===== src/rtl/cpu_regs_pkg.sv =====
// package for the cpu register file and flag logic
// assumes a single clock domain driven by the cpu core
package cpu_regs_pkg;
  localparam int WORD_W = 32;
  localparam int HALF_W = 16;
  localparam int BYTE_W = 8;
  localparam int REG_CNT = 8;
  localparam int REG_IDX_W = 3;
  localparam int PC_W = 24;
  localparam int FLAG_W = 8;
  localparam logic [2:0] STACK_IDX = 3'h7;
  localparam int NARROW_ADDR_W = 20;
  // flag bit positions
  localparam int FLAG_IMASK = 7;
  localparam int FLAG_UIMASK = 6;
  localparam int FLAG_HALF = 5;
  localparam int FLAG_USER = 4;
  localparam int FLAG_NEG = 3;
  localparam int FLAG_ZERO = 2;
  localparam int FLAG_OVF = 1;
  localparam int FLAG_CARRY = 0;
  // half-carry positions per size
  localparam int HC_BYTE = 3;
  localparam int HC_WORD = 11;
  localparam int HC_LONG = 27;
  localparam logic [7:0] FLAG_RESET = 8'h80;
  localparam logic [23:0] PC_RESET = 24'h000000;

  typedef enum logic [1:0] {SZ_BYTE, SZ_WORD, SZ_LONG} size_e;
  // register part selector: long, extended half, base half, high byte, low byte
  typedef enum logic [2:0] {PART_LONG, PART_EXT, PART_BASE, PART_HIGH, PART_LOW} part_e;
  typedef enum logic [3:0] {
    OP_NONE, OP_ADD, OP_ADDX, OP_SUB, OP_SUBX, OP_CMP, OP_NEG, OP_LOGIC,
    OP_SHIFT, OP_BIT, OP_LDFLAG, OP_ANDFLAG, OP_ORFLAG, OP_XORFLAG
  } alu_op_e;

  typedef struct packed {
    logic wen;
    logic [2:0] idx;
    part_e part;
    logic [31:0] data;
  } reg_write_s;

  typedef struct packed {
    alu_op_e op;
    size_e size;
    logic [31:0] a;
    logic [31:0] b;
    logic [31:0] result;
    logic shiftOut;
    logic bitValue;
  } flag_update_s;
endpackage


===== src/rtl/cpu_register_file_and_flags.sv =====
// cpu general registers, program counter and condition flags
// assumes the core sequencer supplies write, flag and pc commands each cycle
`timescale 1ns/1ps
`default_nettype none
module cpu_register_file_and_flags
  import cpu_regs_pkg::*;
(
  // clock and reset
  input wire logic clk,
  input wire logic rst_n,
  // register write and read
  input wire reg_write_s regWrite,
  input wire logic [2:0] readIdx,
  input wire part_e readPart,
  output logic [31:0] readData,
  output logic [31:0] stackPointer,
  // flag update
  input wire flag_update_s flagUpdate,
  input wire logic [7:0] flagImm,
  output logic [7:0] conditionFlags,
  // program counter
  input wire logic [23:0] resetVector,
  input wire logic resetLoad,
  input wire logic pcLoad,
  input wire logic [23:0] pcValue,
  output logic [23:0] programCounter,
  output logic [23:0] fetchAddr,
  // address forming
  input wire logic narrowSpace,
  input wire logic [31:0] effAddr,
  input wire logic wideAccess,
  output logic [23:0] busAddr,
  // exceptions and interrupts
  input wire logic exceptionStart,
  input wire logic useUiMask,
  input wire logic irqRequest,
  input wire logic nmiRequest,
  output logic irqAccept,
  output logic nmiAccept
);

  ////////////////////////////////////////////////////////////////////////
  logic [31:0] wideGpRegs [REG_CNT];
  logic [31:0] next_wideGpRegs [REG_CNT];
  logic [7:0] flags;
  logic [7:0] next_flags;
  logic [23:0] pc;
  logic [23:0] next_pc;

  // merge a partial write into a register value
  function automatic logic [31:0] mergePart(input logic [31:0] old, input part_e p,
                                            input logic [31:0] d);
    logic [31:0] r;
    r = old;
    case (p)
      PART_LONG: r = d;
      PART_EXT: r[31:16] = d[15:0];
      PART_BASE: r[15:0] = d[15:0];
      PART_HIGH: r[15:8] = d[7:0];
      PART_LOW: r[7:0] = d[7:0];
      default: r = old;
    endcase
    return r;
  endfunction

  // read one part, zero extended
  function automatic logic [31:0] readPartOf(input logic [31:0] v, input part_e p);
    logic [31:0] r;
    r = 32'h00000000;
    case (p)
      PART_LONG: r = v;
      PART_EXT: r[15:0] = v[31:16];
      PART_BASE: r[15:0] = v[15:0];
      PART_HIGH: r[7:0] = v[15:8];
      PART_LOW: r[7:0] = v[7:0];
      default: r = 32'h00000000;
    endcase
    return r;
  endfunction

  ////////////////////////////////////////////////////////////////////////
  // general registers
  always_comb begin
    for (int i = 0; i < REG_CNT; i++) begin
      next_wideGpRegs[i] = wideGpRegs[i];
    end
    if (regWrite.wen) begin
      next_wideGpRegs[regWrite.idx] = mergePart(wideGpRegs[regWrite.idx], regWrite.part,
                                                regWrite.data);
    end
  end

  // no reset: registers and stack pointer stay uninitialised
  always_ff @(posedge clk) begin
    for (int i = 0; i < REG_CNT; i++) begin
      wideGpRegs[i] <= next_wideGpRegs[i];
    end
  end

  always_comb begin
    readData = readPartOf(wideGpRegs[readIdx], readPart);
    stackPointer = wideGpRegs[STACK_IDX];
  end

  ////////////////////////////////////////////////////////////////////////
  // flag computation
  logic [32:0] sum;
  logic [4:0] lowSum;
  logic [12:0] midSum;
  logic [28:0] upSum;
  logic [31:0] opA;
  logic [31:0] opB;
  logic carryIn;
  logic isSub;
  logic isArith;
  logic signA;
  logic signB;
  logic signR;
  logic resZero;
  logic carryOut;
  logic halfOut;

  always_comb begin
    isSub = (flagUpdate.op == OP_SUB) || (flagUpdate.op == OP_SUBX) ||
            (flagUpdate.op == OP_CMP) || (flagUpdate.op == OP_NEG);
    isArith = isSub || (flagUpdate.op == OP_ADD) || (flagUpdate.op == OP_ADDX);
    opA = (flagUpdate.op == OP_NEG) ? 32'h00000000 : flagUpdate.a;
    opB = isSub ? ~flagUpdate.b : flagUpdate.b;
    carryIn = 1'b0;
    if (flagUpdate.op == OP_ADDX) begin
      carryIn = flags[FLAG_CARRY];
    end else if (flagUpdate.op == OP_SUBX) begin
      carryIn = ~flags[FLAG_CARRY];
    end else if (isSub) begin
      carryIn = 1'b1;
    end
    sum = {1'b0, opA} + {1'b0, opB} + {32'h00000000, carryIn};
    lowSum = {1'b0, opA[3:0]} + {1'b0, opB[3:0]} + {4'h0, carryIn};
    midSum = {1'b0, opA[11:0]} + {1'b0, opB[11:0]} + {12'h000, carryIn};
    upSum = {1'b0, opA[27:0]} + {1'b0, opB[27:0]} + {28'h0000000, carryIn};
    signA = opA[31];
    signB = opB[31];
    signR = flagUpdate.result[31];
    resZero = (flagUpdate.result == 32'h00000000);
    carryOut = sum[32];
    halfOut = upSum[28];
    case (flagUpdate.size)
      SZ_BYTE: begin
        signA = opA[7];
        signB = opB[7];
        signR = flagUpdate.result[7];
        resZero = (flagUpdate.result[7:0] == 8'h00);
        carryOut = sum[8] ^ opA[8] ^ opB[8];
        halfOut = lowSum[4];
      end
      SZ_WORD: begin
        signA = opA[15];
        signB = opB[15];
        signR = flagUpdate.result[15];
        resZero = (flagUpdate.result[15:0] == 16'h0000);
        carryOut = sum[16] ^ opA[16] ^ opB[16];
        halfOut = midSum[12];
      end
      default: begin
      end
    endcase
  end

  always_comb begin
    next_flags = flags;
    if (isArith) begin
      next_flags[FLAG_HALF] = isSub ? ~halfOut : halfOut;
      next_flags[FLAG_NEG] = signR;
      if (flagUpdate.op == OP_ADDX || flagUpdate.op == OP_SUBX) begin
        next_flags[FLAG_ZERO] = flags[FLAG_ZERO] & resZero;
      end else begin
        next_flags[FLAG_ZERO] = resZero;
      end
      next_flags[FLAG_OVF] = (signA == signB) && (signR != signA);
      next_flags[FLAG_CARRY] = isSub ? ~carryOut : carryOut;
    end else if (flagUpdate.op == OP_LOGIC) begin
      next_flags[FLAG_NEG] = signR;
      next_flags[FLAG_ZERO] = resZero;
      next_flags[FLAG_OVF] = 1'b0;
    end else if (flagUpdate.op == OP_SHIFT) begin
      next_flags[FLAG_NEG] = signR;
      next_flags[FLAG_ZERO] = resZero;
      next_flags[FLAG_OVF] = 1'b0;
      next_flags[FLAG_CARRY] = flagUpdate.shiftOut;
    end else if (flagUpdate.op == OP_BIT) begin
      next_flags[FLAG_CARRY] = flagUpdate.bitValue;
    end else if (flagUpdate.op == OP_LDFLAG) begin
      next_flags = flagImm;
    end else if (flagUpdate.op == OP_ANDFLAG) begin
      next_flags = flags & flagImm;
    end else if (flagUpdate.op == OP_ORFLAG) begin
      next_flags = flags | flagImm;
    end else if (flagUpdate.op == OP_XORFLAG) begin
      next_flags = flags ^ flagImm;
    end
    if (exceptionStart) begin
      next_flags[FLAG_IMASK] = 1'b1;
    end
  end

  always_ff @(posedge clk or negedge rst_n) begin
    if (!rst_n) begin
      flags <= FLAG_RESET;
    end else begin
      flags <= next_flags;
    end
  end

  assign conditionFlags = flags;

  ////////////////////////////////////////////////////////////////////////
  // program counter
  always_comb begin
    next_pc = pc;
    if (resetLoad) begin
      next_pc = resetVector;
    end else if (pcLoad) begin
      next_pc = pcValue;
    end
  end

  always_ff @(posedge clk or negedge rst_n) begin
    if (!rst_n) begin
      pc <= PC_RESET;
    end else begin
      pc <= next_pc;
    end
  end

  assign programCounter = pc;
  assign fetchAddr = {pc[23:1], 1'b0};

  ////////////////////////////////////////////////////////////////////////
  // address forming: 24-bit linear space, or 20-bit with the top 4 bits zero when narrowSpace is set
  logic [23:0] linAddr;
  always_comb begin
    linAddr = effAddr[23:0];
    if (narrowSpace) begin
      linAddr = {4'h0, effAddr[NARROW_ADDR_W-1:0]};
    end
    if (wideAccess) begin
      linAddr[0] = 1'b0;
    end
    busAddr = linAddr;
  end

  ////////////////////////////////////////////////////////////////////////
  // interrupt acceptance
  always_comb begin
    nmiAccept = nmiRequest;
    irqAccept = irqRequest && !nmiRequest && !flags[FLAG_IMASK] &&
                !(useUiMask && flags[FLAG_UIMASK]);
  end

endmodule
`default_nettype wire


===== config.mk =====
export PLATFORM = sky130hd
export DESIGN_NAME = cpu_register_file_and_flags
export DESIGN_NICKNAME = d
export VERILOG_FILES = /design/src/rtl/cpu_regs_pkg.sv /design/src/rtl/cpu_register_file_and_flags.sv
export SDC_FILE = /design/constraint.sdc
export NUM_CORES = 1
export LEC_CHECK = 0
export BUFFER_PORTS_ARGS = -buffer_cell sky130_fd_sc_hd__buf_2
export CAP_MARGIN = 20
export CORE_MARGIN = 2
export CORE_UTILIZATION = 55
export DETAILED_ROUTE_END_ITERATION = 16
export PLACE_DENSITY_LB_ADDON = 0.12
export SKIP_LAST_GASP = 1
export SLEW_MARGIN = 30
export SYNTH_ARGS = -nofsm -noshare
export SYNTH_HDL_FRONTEND = slang
export SYNTH_SLANG_ARGS = --single-unit
export TNS_END_PERCENT = 100

===== constraint.sdc =====
create_clock -name clk -period 2.75 [get_ports clk]
set_clock_uncertainty 0.15 [all_clocks]
set_input_delay 0.275 -clock clk [delete_from_list [all_inputs] [get_ports clk]]
set_output_delay 0.275 -clock clk [all_outputs]
set_load 0.03 [all_outputs]

# Word level (Yosys, flattened, before mapping)
# Memories as Yosys holds them, arrays and structs flattened.
# Index checks and enable logic that the tools add are counted.
[word_totals] regBits=32 ramBits=256 in_bits=247 out_inout_bits=146 elab_cells=148 memories=1
[memory_table] name="wideGpRegs" depth=8 word_bits=32 rd=10 rd_ports_with_merged_regs=0 wr=8 line_no="cpu_register_file_and_flags.sv:43" text="logic [31:0] wideGpRegs [REG_CNT];"
[classes] add_sub_neg=8 order_cmp=2 eq_ne=32 mux=46 n_bitwise=17 reduce_logical=36
[ops] operator="bitwise mux 256 bit" n=1
[ops] operator="2-to-1 mux 256 bit" n=1
[ops] operator="demux 32 bit (select 3 bit)" n=1
[ops] operator="2-to-1 mux 32 bit" n=3
[ops] operator="2-to-1 mux 24 bit" n=3
[ops] operator="2-to-1 mux 8 bit" n=7
[ops] operator="adder 32 x 32 -> 33 bit" n=1
[ops] operator="adder 33 x 1 -> 33 bit" n=1
[ops] operator="zero test 32 bit" n=1
[ops] operator="2-to-1 mux 16 bit" n=2
[ops] operator="inverter 32 bit" n=1
[ops] operator="case mux 16 bit (2 select lines)" n=1
[ops] operator="case mux 8 bit (2 select lines)" n=2
[ops] operator="adder 28 x 28 -> 29 bit" n=1
[ops] operator="adder 29 x 1 -> 29 bit" n=1
[ops] operator="== test 4 bit (second input constant)" n=6
[ops] operator="case mux 8 bit (3 select lines)" n=1
[ops] operator="== test 4 x 3 -> 1 bit (second input constant)" n=4
[ops] operator="zero test 16 bit" n=1
[ops] operator="2-to-1 mux 4 bit" n=4
[ops] operator="!= test 2 bit (second input constant)" n=7
[ops] operator="nonzero test 7 bit" n=2
[ops] operator="adder 12 x 12 -> 13 bit" n=1
[ops] operator="adder 13 x 1 -> 13 bit" n=1
[ops] operator="39 further kinds" n=87

# Longest topological paths before layout
# Gate-level depths: netlist of run 1.
[logic_depth] word_depth=14 depth_mapped=15 mapped_depth_nobuf=13

# Worst setup path before layout of run 1
# No wires, ideal clock.
[synth_timing] kind="input port to flip-flop" from="in regWrite[35] (netlist name)" to="mem wideGpRegs[1][0], enable pin" setup_time_ns=0.461 arrival_ns=3.805 t_required_ns=2.139 setup_slack_ns=-1.666 path_stages=6 path_buffers=4 path_cell_list="clkbuf_1 > buf_2 > buf_2 > clkbuf_1 > nand2_1 > nor3_1"
[synth_rtl] element="start, declared" line_no="cpu_register_file_and_flags.sv:12" text="input wire reg_write_s regWrite,"
[synth_rtl] element="end, declared" line_no="cpu_register_file_and_flags.sv:43"

==> run_results.csv, run 1 <==
group,metric,value,unit
run_status,status,"complete, but fails checks",
run_status,violations,"setup timing",
layout,layout_commonest_cell,"buf_2",
floorplan,dieWidth,179,um
logic_synthesis,ys_types,64,
critical_path,critPathLaunchType,"flop",
critical_path,cp-end-kind,"primary output",
layout,stdcell_area,21300,um^2
logic_synthesis,postSynthCellCount,1270,
detailed_routing,topRoutingLayerUsed,"met5",
detailed_routing,antenna_left,0,
logic_synthesis,synth_top_family_by_area,"multiplexers",
critical_path,critical_path_class,"flop to primary output",
clock_network,path_clk_slew,60,ps
sta,drv_slew,0,
logic_synthesis,synth_edf_count,256,
sta,layout_setup_ws,-4.87,ps
place,hpwl,34.5,mm
detailed_routing,routed-via-count,12830,
worst_hold_path,hold_class,"input pin to flop",
logic_synthesis,netlist.top_cell.by_area,"edfxtp_1",
floorplan,rows,64,
detailed_routing,drcViolationCount,0,
layout,final_nets,2000,
clock_network,h-tree-depth,1,
logic_synthesis,syn-cell-area,16800,um^2
sta,worst_slew_pin_slew,783,ps
critical_path,crit_path_max_fanout,3,
sta,fin_crit,2750,ps
global_route,grt_max_degree,49,
logic_synthesis,synthSimpleGateAreaFrac,7.80,%
detailed_routing,viasPerCell,6.04,
layout,drive_gt1_share,40.2,%
layout,num_antenna_cells,0,
sta,timing.fmax,363,MHz
logic_synthesis,yosysSeqAreaShare,50.5,%
place,place_ws,-538,ps
global_route,grt_overflow,0,
power,p_per_area,547,nW/um^2
global_route,antenna_found_initial,1,
logic_synthesis,synth-seq-cells,288,
critical_path,worstPathArrival,2330,ps
logic_synthesis,async_flop_share,11.1,%
logic_synthesis,synth_flop_cell,"edfxtp_1",
layout,layout_common_cells,"331 x buf_2, 256 x edfxtp_1, 134 x buf_4",
place,postPlaceCellArea,19400,um^2
power,ir_worst_vdd,0.546,mV
floorplan,ios,393,
floorplan,coreArea,30300,um^2
detailed_routing,wl_met3,4.17,mm
sta,holdWs,74.5,ps
detailed_routing,met1_length,18.9,mm
critical_path,cp.required,2330,ps
global_route,grt_pass1_vias,12621,
critical_path,ff2ff_path_depth,9,
run,cap_viol_max_count,0,
clock_network,clk_latency,550,ps
sta,setup_viol,1,
floorplan,dieHeight,179,um
sta,slew_headroom,47.8,%
clock_network,cts_tree,"done",
detailed_routing,wl,48.8,mm
detailed_routing,dr.pass1.iters,5,
logic_synthesis,synth_top_area_share,45.7,%
global_route,grt_usage,30.0,%
clock_network,root_buffer,"clkbuf_16",
logic_synthesis,syn_nets,1565,
place,gp_congestion,0.899,
critical_path,slowest_delay,500,ps
layout,fill_cells,2111,
critical_path,crit_slowest_cell,"mux4_2",
worst_hold_path,whs_path_depth,3,
layout,area_growth_syn_to_layout,27.0,%
sta,rsz0062_at_grt,"true",
detailed_routing,drt_iter0_markers,1123,
global_route,grt_pass1_wl,72.1,mm
logic_synthesis,yosys_warnings,0,
floorplan,dieArea,32000,um^2
logic_synthesis,synth_mux_area_share,22.4,%
clock_network,clockBufferDepth,3,
clock_network,cts_num_sinks,288,
place,numPortBuffers,345,
detailed_routing,wl_met2,24.2,mm
sta,min_period_over_period,100,%
logic_synthesis,synth_compound_area_share,8.78,%
logic_synthesis,synthXorXnorAreaFrac,2.03,%
clock_network,numCtsBuffers,31,
critical_path,path_cells,"mux4_2, mux2i_2, nand2_1, a21oi_1, a211o_1, o31ai_1, buf_4",
logic_synthesis,synth_fa_ha_area_share,3.57,%
logic_synthesis,syn_area_per_cell,13.2,um^2
logic_synthesis,ys_top_cells_by_area,"edfxtp_1 46%, mux4_2 16%, mux2i_1 5.5%",
floorplan,initial_core_util,55.4,%
detailed_routing,wire_per_inst,23.0,um
power,p_leak,8.55,nW
sta,hold_viol,0,
## metrics by stage
| step | setup TNS (ps) | utilization, % | std cells | total power [mW] |
|---|---|---|---|---|
| 3_5_place_dp | -1040 | 63.9 | 1989 | 7.57 |
| 3_3_place_gp | -894 | 63.9 | 1989 | 7.53 |
| 5_1_grt | -488 | 70.3 | 2123 | 12.1 |
| 6_report | -4.87 | 70.3 | 2123 | 11.7 |
| 2_1_floorplan | -3840 | - | 1270 | 6.77 |
| 4_1_cts | -68.4 | 69.3 | 2105 | 11.6 |
## path summary, 6_finish.rpt
check / startpoint / end / slack, ps
hold / removal: flagUpdate[99] / conditionFlags[1]$_DFFE_PN0P_ / 70
min in group asynchronous: rst_n / programCounter[6]$_DFFE_PN0P_ / 220
max in group asynchronous: rst_n / conditionFlags[1]$_DFFE_PN0P_ / 1710
setup reg to reg: conditionFlags[0]$_DFFE_PN0P_ / conditionFlags[0]$_DFFE_PN0P_ / 220
hold reg to reg: conditionFlags[4]$_DFFE_PN0P_ / conditionFlags[4]$_DFFE_PN0P_ / 480
setup / recovery: wideGpRegs[7][13]$_DFFE_PP_ / readData[5] / -5
## critical path: cells and delay by family, from the launching register on
| family | cells | cell delay (ps) |
|---|---|---|
| simple gates | 1 | 80 |
| mux | 2 | 680 |
| buf+inv | 1 | 200 |
| compound gates | 3 | 390 |
| flops | 1 | 420 |
## cell families (layout without fill, tap and decap cells)
| logic type | after synthesis | count (layout) |
|---|---|---|
| flops | 288 | 288 |
| other cells | 1 | 1 |
| xor+xnor | 39 | 39 |
| compound gates | 229 | 229 |
| buf+inv | 167 | 624 |
| fa+ha+maj | 48 | 48 |
| simple gates | 277 | 277 |
| mux | 221 | 221 |
## synthesized netlist by cell type, types with 5 or more instances
cell and n:
buf_4 45, o211ai_1 14, nand2_1 106, o21ai_0 62, buf_1 8, nor2b_1 26
xnor2_1 36, a21oi_1 63, ha_1 48, o22ai_1 7, inv_1 33, nand2b_1 10
nor2_1 63, mux2_2 5, and2_1 33, a211o_1 6, mux4_2 122, mux2i_1 93
a31oi_1 5, a211oi_1 21, buf_2 25, edfxtp_1 256, nor4_1 8, nor3_1 10
clkbuf_1 55, dfrtp_1 31, o31ai_1 11
## power breakdown
group | total [mW] | internal (mW) | switching, mW
Sequential | 5.11 | 5.01 | 0.103
Clock | 3.99 | 2.35 | 1.64
Combinational | 2.58 | 1.15 | 1.43
## final cells by class
cell class / instances / area [um^2] / share of cell area, %
clock buffers: 41 / 813 / 3.81
clock inverters: 14 / 153 / 0.715
inverters: 33 / 124 / 0.580
multi-input cells: 815 / 7740 / 36.3
flip-flops and latches: 288 / 8490 / 39.8
well taps: 396 / 495 / 2.32
repair buffers: 536 / 3530 / 16.5
## layer usage
layer	track usage, %	vias up
li1	-	5719
met4	9.89	2
met5	0	-
met2	50.4	706
met3	5.13	120
met1	40.1	6283
## sequential cells by signal, indices dropped and copies added (netlist names)
register / count
programCounter: 24
conditionFlags: 8
wideGpRegs: 256
## what timing repair did
action	CTS	global route
gates cloned	0	1
pin swaps	2	15
setup buffers	10	17
hold endpoints to repair	56	0
resized for setup	13	46
endpoints found under the setup margin	8	12
hold buffers	51	0
No activity file was read; power rests on OpenSTA's default activity.
==> run 2, diff against run 1 <==
CORE_ASPECT_RATIO = 0.7   (was default)
==> run_results.csv, run 2 (synthesis gave the netlist of run 1 again) <==
group,metric,value,unit
run_status,status,"complete, but fails checks",
run_status,violations,"setup timing",
floorplan,coreArea,30000,um^2
layout,regArea,8490,um^2
critical_path,critPathLaunchType,"flop",
clock_network,root_buffer,"clkbuf_16",
power,combPwrFrac,22.2,%
clock_network,path_clk_slew,60,ps
global_route,grt_overflow,0,
detailed_routing,dr.pass1.iters,5,
clock_network,clockBufferDepth,3,
layout,multi_input_area,7680,um^2
detailed_routing,wire_per_inst,22.8,um
sta,setup_viol,3,
sta,layout_setup_ws,-41.6,ps
critical_path,reg2reg_slack,190,ps
sta,slew_headroom,47.5,%
clock_network,numCtsBuffers,28,
layout,layout_common_cells,"334 x buf_2, 256 x edfxtp_1, 132 x buf_4",
sta,fin_tns_setup,-71.8,ps
critical_path,worstPathArrival,2370,ps
sta,hold_viol,0,
detailed_routing,wl,48.5,mm
power,p_sw,3.23,mW
global_route,grt_usage,29.7,%
place,dp.cells,2003,
power,sw_frac_of_total,27.9,%
sta,rsz0062_at_grt,"true",
power,p_seq_share,44.2,%
critical_path,reg2reg_to,"conditionFlags[0]$_DFFE_PN0P_",
detailed_routing,drcViolationCount,0,
sta,timing.fmax,358,MHz
power,ir_worst_vdd,0.428,mV
worst_hold_path,hold_class,"input pin to flop",
clock_network,cts_num_sinks,288,
run,cap_viol_max_count,0,
detailed_routing,drt_iter0_markers,1371,
clock_network,cts_tree,"done",
floorplan,ios,393,
sta,fin_crit,2790,ps
floorplan,initial_core_util,56.0,%
layout,area_growth_syn_to_layout,26.1,%
floorplan,dieHeight,150,um
layout,final_nets,1994,
floorplan,dieWidth,213,um
global_route,antenna_found_initial,0,
detailed_routing,viasPerCell,6.05,
global_route,grt_pass1_wl,71.3,mm
layout,layout_commonest_cell,"buf_2",
critical_path,cp-end-kind,"primary output",
place,gp_congestion,0.947,
global_route,grt_max_degree,49,
detailed_routing,routed-via-count,12910,
floorplan,rows,53,
clock_network,h-tree-depth,1,
global_route,grt_pass1_vias,12338,
power,clockPowerShare,33.6,%
floorplan,dieArea,32000,um^2
layout,drive_gt1_share,40.6,%
power,power.internal,8.33,mW
layout,regMostFlops,"wideGpRegs",
critical_path,ff2ff_path_depth,9,
layout,largest_register_ffs,256,
sta,min_period_over_period,102,%
power,p_leak,8.49,nW
worst_hold_path,min_from,"flagImm[7]",
layout,fill_cells,2065,
place,numPortBuffers,345,
sta,drv_slew,0,
sta,worst_slew_pin_slew,779,ps
place,hpwl,33.7,mm
power,p_per_area,545,nW/um^2
worst_hold_path,hold_end,"conditionFlags[7]$_DFFE_PN1P_",
critical_path,r2r_start,"conditionFlags[0]$_DFFE_PN0P_",
layout,final_cell_count_no_fill,2133,
critical_path,crit_path_max_fanout,2,
worst_hold_path,whs_path_depth,4,
clock_network,clk_latency,550,ps
detailed_routing,antenna_left,0,
critical_path,critical_path_class,"flop to primary output",
critical_path,cp.required,2330,ps
layout,post-route-util,70.6,%
layout,num_antenna_cells,0,
## run 2: cell types whose count changed in the layout (fill, tap and decap cells not counted), sizes merged
| cell | before | now |
|---|---|---|
| clkbuf | 42 | 38 |
| clkinvlp | 2 | 4 |
| buf | 484 | 483 |
| bufinv | 3 | 2 |
| dlygate4sd3 | 51 | 50 |
| inv | 34 | 33 |
## run 2: routing by layer
metal | vias up | wire length, um | GRT usage (%)
li1 | 5713 | - | -
met1 | 6390 | 20200 | 44.5
met2 | 728 | 22600 | 46.1
met3 | 79 | 4680 | 5.30
met4 | 0 | 981 | 5.66
met5 | - | 0 | 0
## run 2: area by class of cell
type | count | share of cell area (%)
Sequential cell | 288 | 40.0
Multi-Input combinational cell | 815 | 36.3
Timing Repair Buffer | 533 | 16.3
Clock buffer | 38 | 3.72
Tap cell | 412 | 2.43
Clock inverter | 14 | 0.649
Inverter | 33 | 0.584
## run 2: power by group through the flow
stage          registers, mW  logic (mW)  clock network [mW]
5_1_grt                 5.12        2.77                4.08
6_report                5.11        2.57                3.88
3_5_place_dp            5.19        2.38                   0
4_1_cts                 5.10        2.49                3.92
3_3_place_gp            5.19        2.34                   0
2_1_floorplan           5.29        1.47                   0
## run 2: worst max-delay path by stage
| stage | start | endpoint | slack, ps | cells past startpoint |
|---|---|---|---|---|
| 5_1_grt | wideGpRegs[7][15]$_DFFE_PP_ | readData[7] | -110 | 8 |
| 4_1_cts | wideGpRegs[7][20]$_DFFE_PP_ | readData[4] | -30 | 8 |
| 3_3_place_gp | flagUpdate[102] | conditionFlags[0]$_DFFE_PN0P_ | -470 | 16 |
| 3_5_place_dp | flagUpdate[102] | conditionFlags[5]$_DFFE_PN0P_ | -550 | 14 |
| 6_report | wideGpRegs[7][20]$_DFFE_PP_ | readData[4] | -40 | 8 |
| 2_1_floorplan | flagUpdate[101] | conditionFlags[5]$_DFFE_PN0P_ | -590 | 15 |
## run 2: worst max-delay path: stages (launching register included)
cell      delay (ps)
edfxtp_1         410
mux4_2           490
mux2i_1          180
buf_4            160
nand2b_1          70
a21oi_2          120
a211o_1          130
o31ai_2           70
buf_4            190
## run 2: what timing repair did
item / CTS / global route
setup buffers: 14 / 14
gates resized for setup: 11 / 38
pin swaps: 4 / 14
hold buffers: 50 / 0
hold endpoints to repair: 56 / 0
endpoints found under the setup margin: 9 / 11
## run 2: metrics by stage
step	instance area [um^2]	power, mW	setup slack [ps]	hold WS (ps)
after detailed placement	19400	7.58	-555	249
after global placement	19400	7.53	-466	241
after floorplan	16900	6.77	-595	-171
after global routing	21200	12.0	-114	90.7
final	21200	11.6	-41.6	27.6
after CTS	21000	11.5	-34.5	3.16
==> run 3, diff against run 2 <==
SETUP_SLACK_MARGIN = 0.4   (was default)
==> run_results.csv, run 3 (synthesis gave the netlist of run 1 again) <==
group,metric,value,unit
run_status,violations,"setup timing",
sta,timing.fmax,358,MHz
detailed_routing,routed-via-count,13013,
global_route,grt_pass1_vias,12570,
clock_network,numCtsBuffers,29,
layout,num_antenna_cells,0,
sta,setup_viol,5,
sta,min_period_over_period,102,%
clock_network,clk_latency,550,ps
critical_path,slowest_delay,480,ps
run_status,status,"complete, but fails checks",
place,hpwl,34.6,mm
global_route,grt_max_degree,49,
layout,area_growth_syn_to_layout,28.6,%
floorplan,dieArea,32000,um^2
floorplan,ios,393,
clock_network,cts_tree,"done",
critical_path,path_buf_inv,2,
critical_path,critical_path_class,"flop to primary output",
sta,worst_slew_pin_slew,833,ps
sta,rsz0062_at_grt,"true",
layout,largest_register_ffs,256,
global_route,grt_pass1_wl,72.7,mm
floorplan,dieHeight,150,um
place,gp_congestion,0.966,
global_route,grt_usage,30.4,%
power,finalPower,12.2,mW
layout,regMostFlops,"wideGpRegs",
floorplan,coreArea,30000,um^2
sta,hold_viol,0,
critical_path,critPathLaunchType,"flop",
critical_path,cp-end-kind,"primary output",
place,numPortBuffers,345,
sta,slew_headroom,44.5,%
critical_path,crit_path_max_fanout,2,
critical_path,cp_common_cell,"buf_4",
run,cap_viol_max_count,0,
floorplan,rows,53,
global_route,grt_overflow,0,
detailed_routing,dr.pass1.iters,7,
floorplan,initial_core_util,56.0,%
layout,layout_common_cells,"323 x buf_2, 256 x edfxtp_1, 130 x buf_4",
global_route,antenna_found_initial,1,
critical_path,worstPathArrival,2370,ps
detailed_routing,antenna_left,0,
sta,fin_crit,2790,ps
clock_network,root_buffer,"clkbuf_16",
detailed_routing,drcViolationCount,0,
floorplan,dieWidth,213,um
sta,fin_tns_setup,-103,ps
detailed_routing,wl,49.6,mm
power,p_per_area,566,nW/um^2
layout,drive_gt1_share,41.6,%
critical_path,crit_slowest_cell,"mux4_2",
sta,layout_setup_ws,-44.1,ps
power,ir_worst_vdd,0.512,mV
detailed_routing,drt_iter0_markers,1396,
layout,layout_commonest_cell,"buf_2",
worst_hold_path,hold_class,"input pin to flop",
detailed_routing,wire_per_inst,23.2,um
critical_path,critPathTopFamily,"multiplexers",
sta,drv_slew,0,
clock_network,clockBufferDepth,3,
layout,final_nets,1997,
critical_path,cp.required,2330,ps
clock_network,h-tree-depth,1,
clock_network,cts_num_sinks,288,
clock_network,path_clk_slew,70,ps
critical_path,path_cells,"mux4_2, mux2i_2, buf_4, nand2b_4, a21oi_2, a211o_1, o31ai_2, buf_4",
detailed_routing,viasPerCell,6.09,
power,p_leak,8.58,nW
## run 3: changes by cell type in the layout (fill, tap and decap cells not counted), moves of 7 or more
cell / change
nor2_1: -10
buf_6: +9
mux2i_1: -7
buf_2: -11
bufinv_16: +7
nor2_2: +7
## run 3: path summary, 6_finish.rpt
path	cells after the start	slack (ps)	endpoint	startpoint
hold reg to reg	2	450	conditionFlags[3]$_DFFE_PN0P_	conditionFlags[3]$_DFFE_PN0P_
setup / recovery	8	-40	readData[5]	wideGpRegs[0][21]$_DFFE_PP_
hold / removal	4	50	conditionFlags[7]$_DFFE_PN1P_	flagImm[7]
setup reg to reg	9	280	conditionFlags[0]$_DFFE_PN0P_	conditionFlags[0]$_DFFE_PN0P_
max in group asynchronous	2	1710	programCounter[10]$_DFFE_PN0P_	rst_n
min in group asynchronous	2	210	conditionFlags[1]$_DFFE_PN0P_	rst_n
## run 3: what timing repair did
| action | in CTS | in global routing |
|---|---|---|
| gates resized for setup | 41 | 38 |
| setup endpoints to repair | 34 | 34 |
| pin swaps | 6 | 6 |
| hold endpoints to repair | 56 | 0 |
| cloned | 0 | 0 |
| buffers inserted | 19 | 12 |
| hold buffers | 50 | 0 |
## run 3: final cells by class
cell class / instances / area, um^2
clock buffer: 32 / 737
clock inverter: 21 / 347
fill: 2068 / 8420
inverter: 33 / 124
multi-input combinational: 815 / 7810
sequential: 288 / 8490
tap: 412 / 515
timing repair buffer: 535 / 3600
## run 3: per-layer routing
layer / up-vias / GRT usage (%) / share of wire (%) / routed length, um
met5: - / 0 / 0 / 0
met4: 0 / 7.24 / 2.6 / 1300
met3: 100 / 6.47 / 10 / 4980
met2: 741 / 47.2 / 46 / 22800
met1: 6450 / 44.2 / 41 / 20500
li1: 5722 / - / - / -
## run 3: worst min-delay path, delay by kind of cell
kind | cells | cell delay (ps)
AO/OA/AOI/OAI | 3 | 340
buffers and inverters | 1 | 110
## run 3: metrics by stage
stage                     util [%]  area, um^2  setup slack [ps]  hold WS (ps)  cells
after detailed placement      64.9       19500              -528           262   2001
after global routing          72.0       21600              -108          61.4   2136
after global placement        64.9       19500              -414           253   2001
after floorplan                  -       17100              -595          -171   1270
after CTS                     71.1       21400             -52.0          39.8   2123
final                         72.0       21600             -44.1          46.8   2136
## run 3: where the power goes
part | switching (mW) | leakage (nW) | internal (mW)
combinational | 1.47 | 5.36 | 1.14
clock | 1.73 | 0.512 | 2.78
sequential | 0.102 | 2.71 | 5.00
